<file path="src/slphc_pkg.sv">
// Package: constants and types for the sleep and host serial config block
package slphc_pkg;
    // ----------------------------------------
    // Parameter selectors
    // ----------------------------------------
    typedef enum logic [3:0] {
        SEL_SLEEP_MODE, SEL_SLEEP_OPT, SEL_IDLE_TIME, SEL_CYC_PERIOD,
        SEL_UNJ_PERIOD, SEL_SER_RATE, SEL_PKT_IDLE, SEL_FRAMING,
        SEL_PARITY, SEL_PULLUP
    } slphc_sel_t;

    typedef struct packed {
        slphc_sel_t sel;
        logic wr;
        logic rd;
        logic [31:0] data;
    } slphc_cfg_t;

    // ----------------------------------------
    // Reset values and limits
    // ----------------------------------------
    localparam logic [7:0] RST_SLEEP_MODE = 8'h00;
    localparam logic [7:0] RST_SLEEP_OPT = 8'h00;
    localparam logic [15:0] RST_IDLE_TIME = 16'h1388;
    localparam logic [15:0] RST_CYC_PERIOD = 16'h0000;
    localparam logic [15:0] RST_UNJ_PERIOD = 16'h03E8;
    localparam logic [31:0] RST_SER_RATE = 32'h0000_0003;
    localparam logic [7:0] RST_PKT_IDLE = 8'h03;
    localparam logic [7:0] RST_FRAMING = 8'h00;
    localparam logic [7:0] RST_PARITY = 8'h00;
    localparam logic [7:0] RST_PULLUP = 8'hFF;
    localparam logic [15:0] MAX_PERIOD = 16'h68B0;
    localparam logic [31:0] RATE_NS_MIN = 32'h0000_0080;
    localparam logic [31:0] RATE_NS_MAX = 32'h0003_D090;
    localparam logic [7:0] MODE_MAX = 8'h06;
    localparam logic [7:0] MODE_RSVD = 8'h03;
    localparam logic [7:0] MODE_CYC = 8'h04;
    localparam logic [7:0] MODE_CYC_PIN = 8'h05;
    localparam logic [7:0] MODE_HIB = 8'h01;
    localparam logic [7:0] MODE_DOZE = 8'h02;
    localparam logic [7:0] MODE_COORD = 8'h06;
    localparam logic [7:0] FRAMING_MAX = 8'h02;
    localparam logic [7:0] PARITY_MAX = 8'h04;
    localparam int OPT_NO_POLL = 0;
    localparam int OPT_NO_SAMPLE = 1;

    // ----------------------------------------
    // Timing
    // ----------------------------------------
    localparam int CLK_HZ = 100_000_000;
    localparam int IDLE_UNIT_MS = 1;
    localparam int PERIOD_UNIT_MS = 10;
    localparam int MS_CYCLES = CLK_HZ / 1000 * IDLE_UNIT_MS;
    localparam int PERIOD_MS = PERIOD_UNIT_MS / IDLE_UNIT_MS;
    localparam int CHAR_BITS = 10;
    localparam int CHAR_BITS_PAR = 11;
endpackage

</file>
<file path="src/slphc_core.sv">
// Module: sleep control and host serial configuration logic
// Function
// - Sleep mode 0 none, 1 hibernate pin, 2 doze pin, 4 cyclic, 5 cyclic+pin.
// - Mode 3 reserved and refused; mode 6 is the legacy coordinator setting.
// - Option bit 0 clear polls coordinator on each cyclic wake; set skips it.
// - Option bit 1 clear samples inputs on wake when sampling enabled.
// - Sleep only after idle interval, 1 ms units, 1 to 0xFFFF, default 0x1388.
// - Idle interval applies only in sleep modes 4 and 5.
// - Cyclic sleep period in 10 ms units, at most 0x68B0.
// - Cyclic sleep period 0 sends messages directly, not held indirect.
// - Coordinator holds indirect message 2.5 periods, then discards it.
// - Unassociated sleeper with association enabled uses unjoined period, 1 to 0x68B0, default 0x3E8.
// - Rate codes 0 to 7 pick 1200 to 115200 bps; default code 3.
// - Rate 0x80 to 0x3D090 is non-standard; readback gives achieved rate.
// - Buffered input sent after programmed idle character times, default 3.
// - Idle count zero sends each character as it arrives.
// - Framing 0 transparent, 1 framed, 2 framed with escapes.
// - Parity 0 none, 1 even, 2 odd, 3 mark, 4 space.
// - Pull-up bit 1 enables line pull-up; default 0xFF.
`timescale 1ns/1ps
`default_nettype none
module slphc_core #(
    parameter int MS_CLKS = slphc_pkg::MS_CYCLES
) (
    input wire logic sys_clk,
    input wire logic rst_b,
    input wire slphc_pkg::slphc_cfg_t cfg_req,
    output logic [31:0] cfg_rdata,
    output logic cfg_err,
    input wire logic ser_rx_char,
    input wire logic ser_tx_char,
    input wire logic rf_rx_frame,
    input wire logic rf_tx_frame,
    input wire logic sleep_request_pin,
    input wire logic is_coordinator,
    input wire logic assoc_enabled,
    input wire logic associated,
    input wire logic sampling_en,
    input wire logic ind_msg_queued,
    input wire logic ind_msg_taken,
    output logic asleep,
    output logic deep_sleep,
    output logic poll_req,
    output logic sample_req,
    output logic direct_msgs,
    output logic ind_discard,
    output logic pkt_send,
    output logic legacy_coord,
    output logic [31:0] bit_clks,
    output logic [1:0] framing_mode,
    output logic [2:0] parity_mode,
    output logic [7:0] line_pullups
);
    import slphc_pkg::*;

    // ----------------------------------------
    // Configuration store
    // ----------------------------------------
    logic [7:0] sleep_mode_select_q, sleep_option_bits_q;
    logic [15:0] idle_before_sleep_time_q, cyclic_sleep_period_q;
    logic [15:0] unjoined_sleep_period_q;
    logic [31:0] host_serial_rate_q;
    logic [7:0] packet_idle_timeout_q, framing_mode_select_q;
    logic [7:0] parity_select_q, line_pullup_enables_q;
    logic [31:0] achieved_q, div_q;
    logic ok_d, rate_new_q;
    logic [31:0] wd;

    function automatic logic [31:0] std_rate(input logic [2:0] code);
        unique case (code)
            3'd0: std_rate = 32'd1200;
            3'd1: std_rate = 32'd2400;
            3'd2: std_rate = 32'd4800;
            3'd3: std_rate = 32'd9600;
            3'd4: std_rate = 32'd19200;
            3'd5: std_rate = 32'd38400;
            3'd6: std_rate = 32'd57600;
            3'd7: std_rate = 32'd115200;
        endcase
    endfunction

    function automatic logic period_ok(input logic [31:0] v);
        period_ok = (v != 32'd0) && (v <= {16'd0, MAX_PERIOD});
    endfunction

    assign wd = cfg_req.data;

    always_comb
    begin
        unique case (cfg_req.sel)
            SEL_SLEEP_MODE: ok_d = wd <= {24'd0, MODE_MAX} && wd != {24'd0, MODE_RSVD};
            SEL_SLEEP_OPT: ok_d = wd[31:8] == 24'd0;
            SEL_IDLE_TIME: ok_d = wd != 32'd0 && wd[31:16] == 16'd0;
            SEL_CYC_PERIOD: ok_d = wd <= {16'd0, MAX_PERIOD};
            SEL_UNJ_PERIOD: ok_d = period_ok(wd);
            SEL_SER_RATE: ok_d = wd < 32'd8 || (wd >= RATE_NS_MIN && wd <= RATE_NS_MAX);
            SEL_PKT_IDLE: ok_d = wd[31:8] == 24'd0;
            SEL_FRAMING: ok_d = wd <= {24'd0, FRAMING_MAX};
            SEL_PARITY: ok_d = wd <= {24'd0, PARITY_MAX};
            SEL_PULLUP: ok_d = wd[31:8] == 24'd0;
            default: ok_d = 1'b0;
        endcase
    end

    // Out-of-range writes leave the old value; host sees cfg_err
    always_ff @(posedge sys_clk or negedge rst_b)
    begin
        if (!rst_b)
        begin
            sleep_mode_select_q <= RST_SLEEP_MODE;
            sleep_option_bits_q <= RST_SLEEP_OPT;
            idle_before_sleep_time_q <= RST_IDLE_TIME;
            cyclic_sleep_period_q <= RST_CYC_PERIOD;
            unjoined_sleep_period_q <= RST_UNJ_PERIOD;
            host_serial_rate_q <= RST_SER_RATE;
            packet_idle_timeout_q <= RST_PKT_IDLE;
            framing_mode_select_q <= RST_FRAMING;
            parity_select_q <= RST_PARITY;
            line_pullup_enables_q <= RST_PULLUP;
            rate_new_q <= 1'b1;
            cfg_err <= 1'b0;
        end
        else
        begin
            cfg_err <= cfg_req.wr && !ok_d;
            rate_new_q <= cfg_req.wr && ok_d && cfg_req.sel == SEL_SER_RATE;
            if (cfg_req.wr && ok_d)
            begin
                unique case (cfg_req.sel)
                    SEL_SLEEP_MODE: sleep_mode_select_q <= wd[7:0];
                    SEL_SLEEP_OPT: sleep_option_bits_q <= wd[7:0];
                    SEL_IDLE_TIME: idle_before_sleep_time_q <= wd[15:0];
                    SEL_CYC_PERIOD: cyclic_sleep_period_q <= wd[15:0];
                    SEL_UNJ_PERIOD: unjoined_sleep_period_q <= wd[15:0];
                    SEL_SER_RATE: host_serial_rate_q <= wd;
                    SEL_PKT_IDLE: packet_idle_timeout_q <= wd[7:0];
                    SEL_FRAMING: framing_mode_select_q <= wd[7:0];
                    SEL_PARITY: parity_select_q <= wd[7:0];
                    SEL_PULLUP: line_pullup_enables_q <= wd[7:0];
                    default: ;
                endcase
            end
        end
    end

    always_ff @(posedge sys_clk or negedge rst_b)
    begin
        if (!rst_b)
            cfg_rdata <= 32'd0;
        else if (cfg_req.rd)
        begin
            unique case (cfg_req.sel)
                SEL_SLEEP_MODE: cfg_rdata <= {24'd0, sleep_mode_select_q};
                SEL_SLEEP_OPT: cfg_rdata <= {24'd0, sleep_option_bits_q};
                SEL_IDLE_TIME: cfg_rdata <= {16'd0, idle_before_sleep_time_q};
                SEL_CYC_PERIOD: cfg_rdata <= {16'd0, cyclic_sleep_period_q};
                SEL_UNJ_PERIOD: cfg_rdata <= {16'd0, unjoined_sleep_period_q};
                SEL_SER_RATE: cfg_rdata <= host_serial_rate_q < 32'd8 ?
                    host_serial_rate_q : achieved_q;
                SEL_PKT_IDLE: cfg_rdata <= {24'd0, packet_idle_timeout_q};
                SEL_FRAMING: cfg_rdata <= {24'd0, framing_mode_select_q};
                SEL_PARITY: cfg_rdata <= {24'd0, parity_select_q};
                SEL_PULLUP: cfg_rdata <= {24'd0, line_pullup_enables_q};
                default: cfg_rdata <= 32'd0;
            endcase
        end
    end

    assign framing_mode = framing_mode_select_q[1:0];
    assign parity_mode = parity_select_q[2:0];
    assign line_pullups = line_pullup_enables_q;
    assign bit_clks = div_q;
    assign legacy_coord = sleep_mode_select_q == MODE_COORD;
    assign direct_msgs = cyclic_sleep_period_q == 16'd0;

    // ----------------------------------------
    // Rate divider: clocks per bit, then achieved rate
    // ----------------------------------------
    // Serial divider saves area; values settle 66 cycles after a write
    typedef enum {DV_IDLE, DV_DIV, DV_ACH} slphc_dv_t;
    slphc_dv_t dv_q;
    logic [31:0] num_q, den_q, quo_q, rem_q, rem_sh;
    logic [5:0] cnt_q;
    logic ge;

    assign rem_sh = {rem_q[30:0], num_q[31]};
    assign ge = rem_sh >= den_q;

    always_ff @(posedge sys_clk or negedge rst_b)
    begin
        if (!rst_b)
        begin
            dv_q <= DV_IDLE;
            {num_q, den_q, quo_q, rem_q} <= '0;
            cnt_q <= 6'd0;
            div_q <= 32'd1;
            achieved_q <= 32'd0;
        end
        else
        begin
            unique case (dv_q)
                DV_IDLE:
                    if (rate_new_q)
                    begin
                        num_q <= 32'(CLK_HZ);
                        den_q <= host_serial_rate_q < 32'd8 ?
                            std_rate(host_serial_rate_q[2:0]) : host_serial_rate_q;
                        {quo_q, rem_q} <= '0;
                        cnt_q <= 6'd0;
                        dv_q <= DV_DIV;
                    end
                DV_DIV, DV_ACH:
                begin
                    num_q <= {num_q[30:0], 1'b0};
                    rem_q <= ge ? rem_sh - den_q : rem_sh;
                    quo_q <= {quo_q[30:0], ge};
                    cnt_q <= cnt_q + 6'd1;
                    if (cnt_q == 6'd31 && dv_q == DV_DIV)
                    begin
                        div_q <= {quo_q[30:0], ge};
                        num_q <= 32'(CLK_HZ);
                        den_q <= {quo_q[30:0], ge};
                        {quo_q, rem_q} <= '0;
                        cnt_q <= 6'd0;
                        dv_q <= DV_ACH;
                    end
                    else if (cnt_q == 6'd31)
                    begin
                        achieved_q <= {quo_q[30:0], ge};
                        dv_q <= DV_IDLE;
                    end
                end
            endcase
        end
    end

    // ----------------------------------------
    // Packetization timer
    // ----------------------------------------
    logic [35:0] char_clks;
    logic [35:0] bit_cnt_q;
    logic [7:0] char_cnt_q;
    logic pending_q;

    assign char_clks = 36'(div_q) * 36'(parity_select_q == 8'd0 ? CHAR_BITS : CHAR_BITS_PAR);

    always_ff @(posedge sys_clk or negedge rst_b)
    begin
        if (!rst_b)
        begin
            bit_cnt_q <= '0;
            char_cnt_q <= 8'd0;
            pending_q <= 1'b0;
            pkt_send <= 1'b0;
        end
        else
        begin
            pkt_send <= 1'b0;
            if (ser_rx_char)
            begin
                bit_cnt_q <= '0;
                char_cnt_q <= 8'd0;
                pending_q <= packet_idle_timeout_q != 8'd0;
                pkt_send <= packet_idle_timeout_q == 8'd0;
            end
            else if (pending_q)
            begin
                if (bit_cnt_q + 36'd1 >= char_clks)
                begin
                    bit_cnt_q <= '0;
                    char_cnt_q <= char_cnt_q + 8'd1;
                    if (char_cnt_q + 8'd1 >= packet_idle_timeout_q)
                    begin
                        pending_q <= 1'b0;
                        pkt_send <= 1'b1;
                    end
                end
                else
                    bit_cnt_q <= bit_cnt_q + 36'd1;
            end
        end
    end

    // ----------------------------------------
    // Millisecond and period ticks
    // ----------------------------------------
    logic [31:0] ms_cnt_q;
    logic [3:0] ten_cnt_q;
    logic ms_tick, ten_tick;

    assign ms_tick = ms_cnt_q == 32'(MS_CLKS - 1);
    assign ten_tick = ms_tick && ten_cnt_q == 4'(PERIOD_MS - 1);

    always_ff @(posedge sys_clk or negedge rst_b)
    begin
        if (!rst_b)
        begin
            ms_cnt_q <= 32'd0;
            ten_cnt_q <= 4'd0;
        end
        else
        begin
            ms_cnt_q <= ms_tick ? 32'd0 : ms_cnt_q + 32'd1;
            if (ms_tick)
                ten_cnt_q <= ten_tick ? 4'd0 : ten_cnt_q + 4'd1;
        end
    end

    // ----------------------------------------
    // Sleep control
    // ----------------------------------------
    typedef enum {SL_AWAKE, SL_CYC, SL_PIN} slphc_sl_t;
    slphc_sl_t sl_q;
    logic pin_m_q, pin_q, traffic, cyc_mode, pin_mode;
    logic [15:0] idle_cnt_q, slp_cnt_q, slp_len;

    assign traffic = ser_rx_char | ser_tx_char | rf_rx_frame | rf_tx_frame;
    assign cyc_mode = sleep_mode_select_q == MODE_CYC ||
        sleep_mode_select_q == MODE_CYC_PIN;
    assign pin_mode = sleep_mode_select_q == MODE_HIB ||
        sleep_mode_select_q == MODE_DOZE;
    assign slp_len = (assoc_enabled && !associated) ?
        unjoined_sleep_period_q : cyclic_sleep_period_q;
    assign asleep = sl_q != SL_AWAKE;
    assign deep_sleep = sl_q == SL_PIN && sleep_mode_select_q == MODE_HIB;

    always_ff @(posedge sys_clk or negedge rst_b)
    begin
        if (!rst_b)
        begin
            pin_m_q <= 1'b0;
            pin_q <= 1'b0;
        end
        else
        begin
            pin_m_q <= sleep_request_pin;
            pin_q <= pin_m_q;
        end
    end

    always_ff @(posedge sys_clk or negedge rst_b)
    begin
        if (!rst_b)
            idle_cnt_q <= 16'd0;
        else if (traffic || sl_q != SL_AWAKE || !cyc_mode)
            idle_cnt_q <= 16'd0;
        else if (ms_tick && idle_cnt_q != 16'hFFFF)
            idle_cnt_q <= idle_cnt_q + 16'd1;
    end

    // Mode 3 and 6 never sleep here
    always_ff @(posedge sys_clk or negedge rst_b)
    begin
        if (!rst_b)
        begin
            sl_q <= SL_AWAKE;
            slp_cnt_q <= 16'd0;
            poll_req <= 1'b0;
            sample_req <= 1'b0;
        end
        else
        begin
            poll_req <= 1'b0;
            sample_req <= 1'b0;
            unique case (sl_q)
                SL_AWAKE:
                    if (pin_mode && pin_q)
                        sl_q <= SL_PIN;
                    else if (cyc_mode && !is_coordinator && slp_len != 16'd0 &&
                             idle_cnt_q >= idle_before_sleep_time_q)
                    begin
                        sl_q <= SL_CYC;
                        slp_cnt_q <= 16'd0;
                    end
                SL_PIN:
                    if (!pin_q || !pin_mode)
                    begin
                        sl_q <= SL_AWAKE;
                        sample_req <= sampling_en && !sleep_option_bits_q[OPT_NO_SAMPLE];
                    end
                SL_CYC:
                begin
                    if (ten_tick)
                        slp_cnt_q <= slp_cnt_q + 16'd1;
                    if ((ten_tick && slp_cnt_q + 16'd1 >= slp_len) || !cyc_mode ||
                        (sleep_mode_select_q == MODE_CYC_PIN && !pin_q))
                    begin
                        sl_q <= SL_AWAKE;
                        poll_req <= !sleep_option_bits_q[OPT_NO_POLL];
                        sample_req <= sampling_en && !sleep_option_bits_q[OPT_NO_SAMPLE];
                    end
                end
            endcase
        end
    end

    // ----------------------------------------
    // Indirect message hold (coordinator)
    // ----------------------------------------
    // One message tracked; a new queue event restarts the hold
    logic hold_q;
    logic [17:0] hold_cnt_q, hold_len;

    assign hold_len = (18'(cyclic_sleep_period_q) * 18'd5) >> 1;

    always_ff @(posedge sys_clk or negedge rst_b)
    begin
        if (!rst_b)
        begin
            hold_q <= 1'b0;
            hold_cnt_q <= 18'd0;
            ind_discard <= 1'b0;
        end
        else
        begin
            ind_discard <= 1'b0;
            if (ind_msg_queued && is_coordinator && !direct_msgs)
            begin
                hold_q <= 1'b1;
                hold_cnt_q <= 18'd0;
            end
            else if (ind_msg_taken || !is_coordinator || direct_msgs)
                hold_q <= 1'b0;
            else if (hold_q && ten_tick)
            begin
                hold_cnt_q <= hold_cnt_q + 18'd1;
                if (hold_cnt_q + 18'd1 >= hold_len)
                begin
                    hold_q <= 1'b0;
                    ind_discard <= 1'b1;
                end
            end
        end
    end
endmodule // slphc_core
`default_nettype wire

</file>
<file path="config.mk">
export PLATFORM = sky130hd
export DESIGN_NAME = slphc_core
export DESIGN_NICKNAME = d
export VERILOG_FILES = /design/src/slphc_pkg.sv /design/src/slphc_core.sv
export SDC_FILE = /design/constraint.sdc
export NUM_CORES = 1
export LEC_CHECK = 0
export ABC_AREA = 0
export BUFFER_PORTS_ARGS = -buffer_cell sky130_fd_sc_hd__buf_4
export CAP_MARGIN = 5
export CORE_ASPECT_RATIO = 1.5
export CORE_MARGIN = 2
export CORE_UTILIZATION = 34
export CTS_CLUSTER_DIAMETER = 150
export CTS_CLUSTER_SIZE = 8
export DETAILED_ROUTE_END_ITERATION = 12
export PLACE_DENSITY = 0.54
export SYNTH_ARGS = -nofsm -noshare
export SYNTH_HDL_FRONTEND = slang
export SYNTH_SLANG_ARGS = --single-unit
export TNS_END_PERCENT = 50
</file>
<file path="constraint.sdc">
create_clock -name sys_clk -period 10.85 [get_ports sys_clk]
set_input_delay 3.255 -clock sys_clk [delete_from_list [all_inputs] [get_ports sys_clk]]
set_output_delay 3.255 -clock sys_clk [all_outputs]
set_load 0.02 [all_outputs]
</file>
==> results of run 1 <==
-- worst paths after layout --
kind / end / slack, ns
max: char_cnt_q[7] / 4.11
min: pin_q / 0.36
max reg2reg: char_cnt_q[7] / 4.11
min reg2reg: pin_q / 0.36
max in group asynchronous: bit_clks[15] / 6.30
min in group asynchronous: idle_cnt_q[3] / 2.63
-- layout make-up --
type / instances / area [um^2]
clock buffer: 99 / 1880
tap: 1147 / 1440
fill: 8817 / 53300
multi-input combinational: 2210 / 16400
inverter: 265 / 995
timing repair buffer: 167 / 1270
sequential: 492 / 12300
clock inverter: 8 / 216
-- cell families after synthesis --
family / share of synthesized area
compound gates: 0.166
xor+xnor: 0.0525
fa+ha+maj: 0.120
buf+inv: 0.0505
flops: 0.409
mux: 0.0625
simple gates: 0.140
-- sequential cells by signal (all words and copies together) (netlist names), 24 cells and up --
name                cells
achieved_q             32
rem_q                  31
den_q                  32
bit_clks               32
bit_cnt_q              36
host_serial_rate_q     32
cfg_rdata              32
ms_cnt_q               32
quo_q                  31
num_q                  24
-- per-stage QoR --
step           hold WS, ns  std cells
6_report             0.361       4388
5_1_grt              0.367       4388
4_1_cts              0.368       4388
3_5_place_dp         0.356       4281
3_3_place_gp         0.354       4281
2_1_floorplan        0.331       3094
-- routing by layer --
| metal | vias up | track usage | routed length (um) |
|---|---|---|---|
| met4 | 16 | 0.0932 | 3880 |
| met1 | 11802 | 0.245 | 37600 |
| met5 | - | 0 | 102 |
| li1 | 11273 | - | - |
| met3 | 175 | 0.0356 | 4500 |
| met2 | 547 | 0.345 | 45000 |
-- layout by cell type (no fill, tap or decap), types with 47 or more instances in the layout --
master	netlist	layout
sky130_fd_sc_hd__a21o_1	63	63
sky130_fd_sc_hd__nor2_1	162	158
sky130_fd_sc_hd__xor2_1	82	82
sky130_fd_sc_hd__a22o_1	85	85
sky130_fd_sc_hd__xnor2_1	99	99
sky130_fd_sc_hd__mux2i_1	51	51
sky130_fd_sc_hd__clkbuf_16	0	71
sky130_fd_sc_hd__a21oi_1	120	119
sky130_fd_sc_hd__and2_1	47	47
sky130_fd_sc_hd__mux2_2	121	121
sky130_fd_sc_hd__dfrtp_1	467	467
sky130_fd_sc_hd__nand3_1	99	98
sky130_fd_sc_hd__nand2_1	254	254
sky130_fd_sc_hd__o21ai_0	187	187
sky130_fd_sc_hd__buf_4	5	165
sky130_fd_sc_hd__inv_1	265	265
sky130_fd_sc_hd__ha_1	240	239
-- synthesized netlist by cell type, types with 19 or more instances --
cell and n:
sky130_fd_sc_hd__inv_1 265, sky130_fd_sc_hd__a21o_1 63, sky130_fd_sc_hd__fa_1 31, sky130_fd_sc_hd__nor3_1 46, sky130_fd_sc_hd__nand3_1 99, sky130_fd_sc_hd__xor2_1 82, sky130_fd_sc_hd__a22o_1 85, sky130_fd_sc_hd__o21ai_0 187
sky130_fd_sc_hd__ha_1 240, sky130_fd_sc_hd__xnor2_1 99, sky130_fd_sc_hd__dfrtp_1 467, sky130_fd_sc_hd__nand4_1 35, sky130_fd_sc_hd__and2_1 47, sky130_fd_sc_hd__a21oi_1 120, sky130_fd_sc_hd__nor2b_1 35, sky130_fd_sc_hd__and3_1 43
sky130_fd_sc_hd__a32o_1 28, sky130_fd_sc_hd__dfstp_2 25, sky130_fd_sc_hd__nand2b_1 28, sky130_fd_sc_hd__mux2_2 121, sky130_fd_sc_hd__nand2_1 254, sky130_fd_sc_hd__nor4_1 41, sky130_fd_sc_hd__mux2i_1 51, sky130_fd_sc_hd__a211oi_1 20
sky130_fd_sc_hd__nor2_1 162, sky130_fd_sc_hd__clkbuf_1 109, sky130_fd_sc_hd__a31oi_1 20, sky130_fd_sc_hd__o22ai_1 24, sky130_fd_sc_hd__o31ai_1 19
-- power by group --
group | internal (uW) | switching [uW] | total [uW]
combinational | 930 | 1490 | 2420
sequential | 2060 | 219 | 2280
clock | 1240 | 890 | 2130
==> impl_table.tex, run 1 <==
\begin{tabular}{lr}
\hline
Metric & Value \\
\hline
\multicolumn{2}{l}{\textbf{Setup path}} \\
\quad Startpoint type of the worst setup path & register \\
\quad Cell with the largest stage delay on the worst path & sky130\_fd\_sc\_hd\_\_o41ai\_1 \\
\quad Depth of the most critical reg-to-reg path & 27 \\
\quad Slowest cell delay on critical path & about 0.66 ns \\
\quad Worst Setup SP & parity\_select\_q[0] \\
\quad Worst R2R Start & parity\_select\_q[0] \\
\quad Buffers and inverters on the worst path & 3 \\
\quad WP data required & approximately 11 ns \\
\quad Number of logic stages on the critical path including buffering & 27 \\
\quad Arrival time reported for the critical path endpoint & 7.27 ns \\
\quad Family with the most delay on the worst path & compound AO/OA/AOI/OAI gates \\
\quad Kind of critical path & reg2reg \\
\quad Worst Path Max Fanout & 36 \\
\quad Worst setup EP type & register \\
\multicolumn{2}{l}{\textbf{Clock network}} \\
\quad CTS tree & built \\
\quad H-tree Lvls & 3 \\
\quad Post-cts gate resize count & 0 \\
\quad Longest Clk Path Bufs & 3 \\
\quad Library cell used as clock root buffer & sky130\_fd\_sc\_hd\_\_clkbuf\_16 \\
\quad Worst skew pair latency & $\sim$0.66 ns \\
\quad Number of hold-repair buffers added at the cts stage & 0 \\
\quad Clock buffer count from CTS & 71 \\
\quad Post-CTS Repair Setup Buffers & 0 \\
\quad Clock Sinks & 492 \\
\quad CTS clock-pin slew for the worst setup and hold paths & approximately 0.050 ns \\
\multicolumn{2}{l}{\textbf{Synthesis}} \\
\quad Post-synthesis cell count & 3094 \\
\quad Synth top area cells & sky130\_fd\_sc\_hd\_\_dfrtp\_1 (39\%), sky130\_fd\_sc\_hd\_\_ha\_1 (9.9\%), sky130\_fd\_sc\_hd\_\_mux2\_2 (4.5\%), sky130\_fd\_sc\_hd\_\_inv\_1 (3.3\%), sky130\_fd\_sc\_hd\_\_nand2\_1 (3.2\%) \\
\quad FFs w/ async S/R, synth & 1.00 \\
\quad Total standard cell area after synthesis & 30200 um\^{}2 \\
\quad Number of flops mapped to enable cells by yosys & 0 \\
\quad Mean instance size in the synthesized netlist & 9.76 um\^{}2 \\
\quad Unique cell type count in the Yosys netlist & 79 \\
\quad Syn nets & roughly 3400 \\
\quad Flops \& latches, synth & approximately 490 \\
\quad Fraction of the yosys area taken by sequential cells & 0.409 \\
\quad Yosys warnings & 0 \\
\quad Dominant register cell in the synthesized netlist & sky130\_fd\_sc\_hd\_\_dfrtp\_1 \\
\quad Share of Yosys cell area claimed by the top area cell type & 0.387 \\
\quad Most area-hungry cell type in the Yosys netlist & sky130\_fd\_sc\_hd\_\_dfrtp\_1 \\
\multicolumn{2}{l}{\textbf{Final layout}} \\
\quad Number of antenna diodes & 0 \\
\quad Final core utilization & 0.393 \\
\quad Synthesis-to-finish area growth & 14.4\% \\
\quad Layout cells sized above 1 & 0.132 \\
\quad Final std cell area, no fill & 34600 um\^{}2 \\
\quad Number of nets in the finished design & $\sim$3500 \\
\multicolumn{2}{l}{\textbf{Placement}} \\
\quad HPWL after detailed placement & 67.5 mm \\
\quad Final RePlAce weighted congestion & a little under 0.9 \\
\quad Number of input and output port buffers inserted & 136 \\
\quad Pre-CTS setup slack & 4.17 ns \\
\quad Area after DPL & 32500 um\^{}2 \\
\multicolumn{2}{l}{\textbf{Floorplan}} \\
\quad Count of pins on the block boundary & $\sim$140 \\
\quad Horizontal die dimension & between 200 and 250 um \\
\quad Starting Density & 0.344 \\
\quad Height of the die & 369 um \\
\quad Area of the core region & approximately 88000 um\^{}2 \\
\quad Die area & 91300 um\^{}2 \\
\quad Total number of placement rows & $\sim$130 \\
\multicolumn{2}{l}{\textbf{STA}} \\
\quad Total negative setup slack & 0 ns \\
\quad Final number of setup-violating endpoints & 0 \\
\quad Worst setup skew after layout & approximately 0.032 ns \\
\quad Final hold violations & 0 \\
\quad RSZ-0062 raised after global routing & false \\
\quad Max transition margin & 0.187 \\
\quad Shortest period the worst path allows & 6.74 ns \\
\quad Actual transition at the worst max-transition pin & between 1 and 1.5 ns \\
\quad Setup slack of the critical path after layout & 4.11 ns \\
\quad Fraction of the cycle the final worst path needs & 0.621 \\
\quad Max-slew violation count & 0 \\
\quad Achievable frequency & $\sim$0.15 GHz \\
\multicolumn{2}{l}{\textbf{Routing}} \\
\quad Pre-antenna DRT Iters & 5 \\
\quad Number of vias after detailed routing & around 24000 \\
\quad Count of antenna-violating nets left after detailed routing & 0 \\
\quad Count of unresolved DRC violations after routing & 0 \\
\quad Overall routed net length & between 90 and 100 mm \\
\quad Average detailed-routed wire length per instance & just over 20 um \\
\quad Starting DRT DRC Count & roughly 1400 \\
\quad DR vias/cell & $\sim$5.4 \\
\multicolumn{2}{l}{\textbf{Global routing}} \\
\quad GRT Total Usage & 0.202 \\
\quad Maximum number of pins on one net before global-route repair & 154 \\
\quad Global-route wire length before repair & 142 mm \\
\quad Grt ovf & 0 \\
\quad Vias in the first global route & 24283 \\
\quad Number of antenna violations at the first check in global routing & 9 \\
\multicolumn{2}{l}{\textbf{Pwr}} \\
\quad Overall power & 6830 uW \\
\quad Power per standard cell area & a little under 200 nW/um\^{}2 \\
\quad Worst vdd rail ir drop & roughly 0.00016 V \\
\quad Leakage power & about 0.017 uW \\
\multicolumn{2}{l}{\textbf{Run}} \\
\quad MaxCap Viol Count & 0 \\
\multicolumn{2}{l}{\textbf{Hold path}} \\
\quad Beginning of the worst hold path & pin\_m\_q \\
\quad Number of cells on the worst hold path & 0 \\
\quad Min-delay worst type & reg2reg \\
\multicolumn{2}{l}{\textbf{Run status}} \\
\quad Outcome & completed \\
\hline
\end{tabular}
Power figures use the tool's default switching activity.
==> run 2, diff against run 1 <==
ABC_AREA = 1   (was 0)
PLACE_DENSITY = 0.56   (was 0.54)
clock period = 5.5 ns   (was 10.85 ns; I/O delays follow)
==> run 2 against run 1 <==
Net effect:
- synthesized cell count up 38%
- via count up 22%
- clock skew down 0.0051 ns
- sequential power up 81%
- largest power group is now sequential cells
==> impl_table.tex, run 2 <==
\begin{tabular}{lr}
\hline
Metric & Value \\
\hline
\multicolumn{2}{l}{\textbf{Routing}} \\
\quad Average detailed-routed wire length per instance & 17.8 um (-14\%) \\
\quad Pre-antenna DRT Iters & 6 (+1) \\
\quad Starting DRT DRC Count & 1743 (+21\%) \\
\quad Count of antenna-violating nets left after detailed routing & 0 (unchanged) \\
\quad Overall routed net length & 101 mm (+11\%) \\
\quad DR vias/cell & 5.12 (-5.7\%) \\
\quad Count of unresolved DRC violations after routing & 0 (unchanged) \\
\quad Number of vias after detailed routing & 29047 (+22\%) \\
\multicolumn{2}{l}{\textbf{Placement}} \\
\quad Pre-CTS setup slack & 0.0860 ns (-4.09 ns) \\
\quad HPWL after detailed placement & 76.0 mm (+13\%) \\
\quad Number of input and output port buffers inserted & 136 (unchanged) \\
\quad Final RePlAce weighted congestion & 0.927 (+5.8\%) \\
\quad Area after DPL & 34800 um\^{}2 (+7.2\%) \\
\multicolumn{2}{l}{\textbf{Global routing}} \\
\quad Maximum number of pins on one net before global-route repair & 99 (-36\%) \\
\quad GRT Total Usage & 0.206 (+0.00413) \\
\quad Number of antenna violations at the first check in global routing & 3 (-6) \\
\quad Grt ovf & 0 (unchanged) \\
\quad Vias in the first global route & 28987 (+19\%) \\
\quad Global-route wire length before repair & 161 mm (+13\%) \\
\multicolumn{2}{l}{\textbf{STA}} \\
\quad Setup slack of the critical path after layout & 0.452 ns (-3.66 ns) \\
\quad Max-slew violation count & 0 (unchanged) \\
\quad Max transition margin & 0.264 (+0.0771) \\
\quad Fraction of the cycle the final worst path needs & 0.918 (+0.297) \\
\quad Actual transition at the worst max-transition pin & 1.10 ns (-0.115 ns) \\
\quad Worst setup skew after layout & 0.0264 ns (-0.00515 ns) \\
\quad Achievable frequency & 0.198 GHz (+33\%) \\
\quad Final number of setup-violating endpoints & 0 (unchanged) \\
\quad Shortest period the worst path allows & 5.05 ns (-1.69 ns) \\
\quad Total negative setup slack & 0 ns (unchanged) \\
\quad Final hold violations & 0 (unchanged) \\
\multicolumn{2}{l}{\textbf{Synthesis}} \\
\quad Mean instance size in the synthesized netlist & 7.61 um\^{}2 (-22\%) \\
\quad Ranking of synthesized cells by instance count & sky130\_fd\_sc\_hd\_\_nand2\_1 (1047), sky130\_fd\_sc\_hd\_\_inv\_1 (647), sky130\_fd\_sc\_hd\_\_dfrtp\_1 (467), sky130\_fd\_sc\_hd\_\_nor2\_1 (292), sky130\_fd\_sc\_hd\_\_o21ai\_0 (275) \\
\quad Share of Yosys cell area claimed by the top area cell type & 0.360 (-0.0268) \\
\quad FFs w/ async S/R, synth & 1.00 (unchanged) \\
\quad Syn nets & 4586 (+34\%) \\
\quad Dominant register cell in the synthesized netlist & sky130\_fd\_sc\_hd\_\_dfrtp\_1 \\
\quad Most area-hungry cell type in the Yosys netlist & sky130\_fd\_sc\_hd\_\_dfrtp\_1 \\
\quad Flops \& latches, synth & 492 (unchanged) \\
\quad Number of flops mapped to enable cells by yosys & 0 (unchanged) \\
\quad Post-synthesis cell count & 4264 (+38\%) \\
\quad Unique cell type count in the Yosys netlist & 57 (-28\%) \\
\quad Most used standard cell by instance count after synthesis & sky130\_fd\_sc\_hd\_\_nand2\_1 \\
\quad Synth top area cells & sky130\_fd\_sc\_hd\_\_dfrtp\_1 (36\%), sky130\_fd\_sc\_hd\_\_nand2\_1 (12\%), sky130\_fd\_sc\_hd\_\_ha\_1 (9.3\%), sky130\_fd\_sc\_hd\_\_inv\_1 (7.5\%), sky130\_fd\_sc\_hd\_\_o21ai\_0 (4.2\%) \\
\quad Total standard cell area after synthesis & 32500 um\^{}2 (+7.4\%) \\
\quad Fraction of the yosys area taken by sequential cells & 0.380 (-0.0283) \\
\quad Yosys warnings & 0 (unchanged) \\
\multicolumn{2}{l}{\textbf{Final layout}} \\
\quad Area of all sequential standard cells & 12300 um\^{}2 (unchanged) \\
\quad Largest register by flop count & bit\_cnt\_q \\
\quad Flip-flop count of the largest register, all copies and words added & 36 (unchanged) \\
\quad Final core utilization & 0.391 (-0.00277) \\
\quad Most common library cell in the layout ignoring fill and taps & sky130\_fd\_sc\_hd\_\_nand2\_1 \\
\quad Multi-input combinational cell area & 17000 um\^{}2 (+3.5\%) \\
\quad Synthesis-to-finish area growth & 13.7\% \\
\quad Final std cell area, no fill & 36900 um\^{}2 (+6.7\%) \\
\quad Layout cells sized above 1 & 0.0779 (-0.0541) \\
\quad Total of fill cells in the finished design & 9917 (+12\%) \\
\quad Number of nets in the finished design & 4702 (+33\%) \\
\quad Most frequent cells in the layout & sky130\_fd\_sc\_hd\_\_nand2\_1 (1046), sky130\_fd\_sc\_hd\_\_inv\_1 (646), sky130\_fd\_sc\_hd\_\_dfrtp\_1 (467), sky130\_fd\_sc\_hd\_\_nor2\_1 (286), sky130\_fd\_sc\_hd\_\_o21ai\_0 (272) \\
\multicolumn{2}{l}{\textbf{Pwr}} \\
\quad Net load switching power & 3920 uW (+51\%) \\
\quad Clock network fraction of design power & 0.370 (+0.058) \\
\quad Leakage power & 0.0185 uW (+11\%) \\
\quad Switching share of power & 0.352 (-0.0285) \\
\quad Worst vdd rail ir drop & 0.000287 V (+75\%) \\
\quad Comb pwr share & 0.261 (-0.093) \\
\quad Sequential share of power & 0.369 (+0.035) \\
\quad Power per standard cell area & 302 nW/um\^{}2 (+53\%) \\
\quad Internal cell power & 7230 uW (+71\%) \\
\multicolumn{2}{l}{\textbf{Clock network}} \\
\quad Longest Clk Path Bufs & 3 (unchanged) \\
\quad Worst skew pair latency & 0.65 ns (about the same) \\
\quad CTS tree & built \\
\quad H-tree Lvls & 3 (unchanged) \\
\quad Clock Sinks & 492 (unchanged) \\
\quad Clock buffer count from CTS & 71 (unchanged) \\
\quad CTS clock-pin slew for the worst setup and hold paths & 0.05 ns (about the same) \\
\quad Library cell used as clock root buffer & sky130\_fd\_sc\_hd\_\_clkbuf\_16 \\
\multicolumn{2}{l}{\textbf{Setup path}} \\
\quad Kind of critical path & reg2reg \\
\quad Startpoint type of the worst setup path & register \\
\quad Most common cell type on the critical path & sky130\_fd\_sc\_hd\_\_nand2\_1 \\
\quad Arrival time reported for the critical path endpoint & 5.64 ns (-1.63 ns) \\
\quad Worst setup EP type & register \\
\quad WP data required & 6.09 ns (-5.30 ns) \\
\quad Worst Path Max Fanout & 27 (-25\%) \\
\quad Slowest cell delay on critical path & 0.40 ns (-0.26 ns) \\
\quad Cell with the largest stage delay on the worst path & sky130\_fd\_sc\_hd\_\_fa\_1 \\
\multicolumn{2}{l}{\textbf{Floorplan}} \\
\quad Count of pins on the block boundary & 137 (unchanged) \\
\quad Area of the core region & 94400 um\^{}2 (+7.5\%) \\
\quad Starting Density & 0.344 (about the same) \\
\quad Height of the die & 382 um (+3.6\%) \\
\quad Total number of placement rows & 138 (+3.8\%) \\
\quad Horizontal die dimension & 256 um (+3.6\%) \\
\quad Die area & 98000 um\^{}2 (+7.3\%) \\
\multicolumn{2}{l}{\textbf{Hold path}} \\
\quad Min-delay worst type & reg2reg \\
\multicolumn{2}{l}{\textbf{Run}} \\
\quad MaxCap Viol Count & 0 (unchanged) \\
\multicolumn{2}{l}{\textbf{Run status}} \\
\quad Outcome & completed \\
\hline
\end{tabular}
## run 2: cell types whose count changed after synthesis, moves of 46 or more
| cell | before | now |
|---|---|---|
| sky130_fd_sc_hd__nor2_1 | 162 | 292 |
| sky130_fd_sc_hd__and2_1 | 47 | 1 |
| sky130_fd_sc_hd__nand4_1 | 35 | 178 |
| sky130_fd_sc_hd__nand2_1 | 254 | 1047 |
| sky130_fd_sc_hd__a22o_1 | 85 | 4 |
| sky130_fd_sc_hd__mux2i_1 | 51 | 1 |
| sky130_fd_sc_hd__o21ai_0 | 187 | 275 |
| sky130_fd_sc_hd__a21o_1 | 63 | 11 |
| sky130_fd_sc_hd__a21oi_1 | 120 | 211 |
| sky130_fd_sc_hd__inv_1 | 265 | 647 |
| sky130_fd_sc_hd__mux2_2 | 121 | 0 |
| sky130_fd_sc_hd__xnor2_1 | 99 | 39 |
## run 2: critical path: cells and delay by family (launching register included)
family                     cells  cell delay [ns]
adders and majority gates      3             0.96
buffers and inverters          4             0.63
AOI/OAI and AO/OA              9             1.81
and+or+nand+nor               13             1.21
DFF                            1             0.39
## run 2: power groups by stage
stage | Clock, uW | Combinational [uW] | Sequential [uW]
after CTS | 4240 | 2920 | 4110
final | 4120 | 2910 | 4120
after global placement | 0 | 2880 | 4170
after detailed placement | 0 | 2900 | 4170
after global routing | 4370 | 3270 | 4150
after floorplan | 0 | 2000 | 4110
## run 2: metrics by stage
| step | cells | power, uW | hold WS, ns |
|---|---|---|---|
| after floorplan | 4264 | 6120 | 0.331 |
| after global placement | 5564 | 7050 | 0.336 |
| after detailed placement | 5564 | 7070 | 0.337 |
| after CTS | 5671 | 11300 | 0.349 |
| after global routing | 5676 | 11800 | 0.370 |
| final | 5676 | 11100 | 0.345 |
## run 2: area by class of cell
cell class,instances,area share
clock inverter,7,0.00332
tap,1260,0.0427
antenna,2,0.000136
clock buffer,100,0.0511
inverter,663,0.0675
timing repair buffer,186,0.0401
multi-input combinational,2966,0.461
sequential,492,0.335
## run 2: cells by family (layout without fill, tap and decap cells)
family	count (synthesis)	after routing	synth area share
AND/OR/NAND/NOR	1844	1844	0.246
AO/OA/AOI/OAI	711	711	0.126
other	0	2	0
multiplexers	1	1	0.000308
buffers and inverters	806	956	0.0980
adder cells (fa/ha/maj)	271	271	0.112
XOR/XNOR	139	139	0.0375
flip-flops	492	492	0.380
## run 2: routing by layer
layer  GRT usage  up-vias  part of all wire
li1            -    14296                 -
met4      0.0865        2             0.036
met5           0        -           0.00011
met2       0.368      657              0.50
met1       0.247    13906              0.41
met3      0.0280      186             0.046
## run 2: repair_timing
item / in CTS / in global routing
buffers inserted: 0 / 3
gates resized for setup: 0 / 14
endpoints found under the setup margin: 0 / 46
hold buffers: 0 / 0
## run 2: worst paths after layout
| path | from | to | slack [ns] | cells after the start |
|---|---|---|---|---|
| setup / recovery | parity_select_q[6] | char_cnt_q[2] | 0.45 | 29 |
| hold / removal | pin_m_q | pin_q | 0.35 | 0 |
| setup reg to reg | parity_select_q[6] | char_cnt_q[2] | 0.45 | 29 |
| hold reg to reg | pin_m_q | pin_q | 0.35 | 0 |
| max in group asynchronous | rst_b | hold_cnt_q[10] | 3.43 | 2 |
| min in group asynchronous | rst_b | bit_cnt_q[30] | 0.96 | 1 |
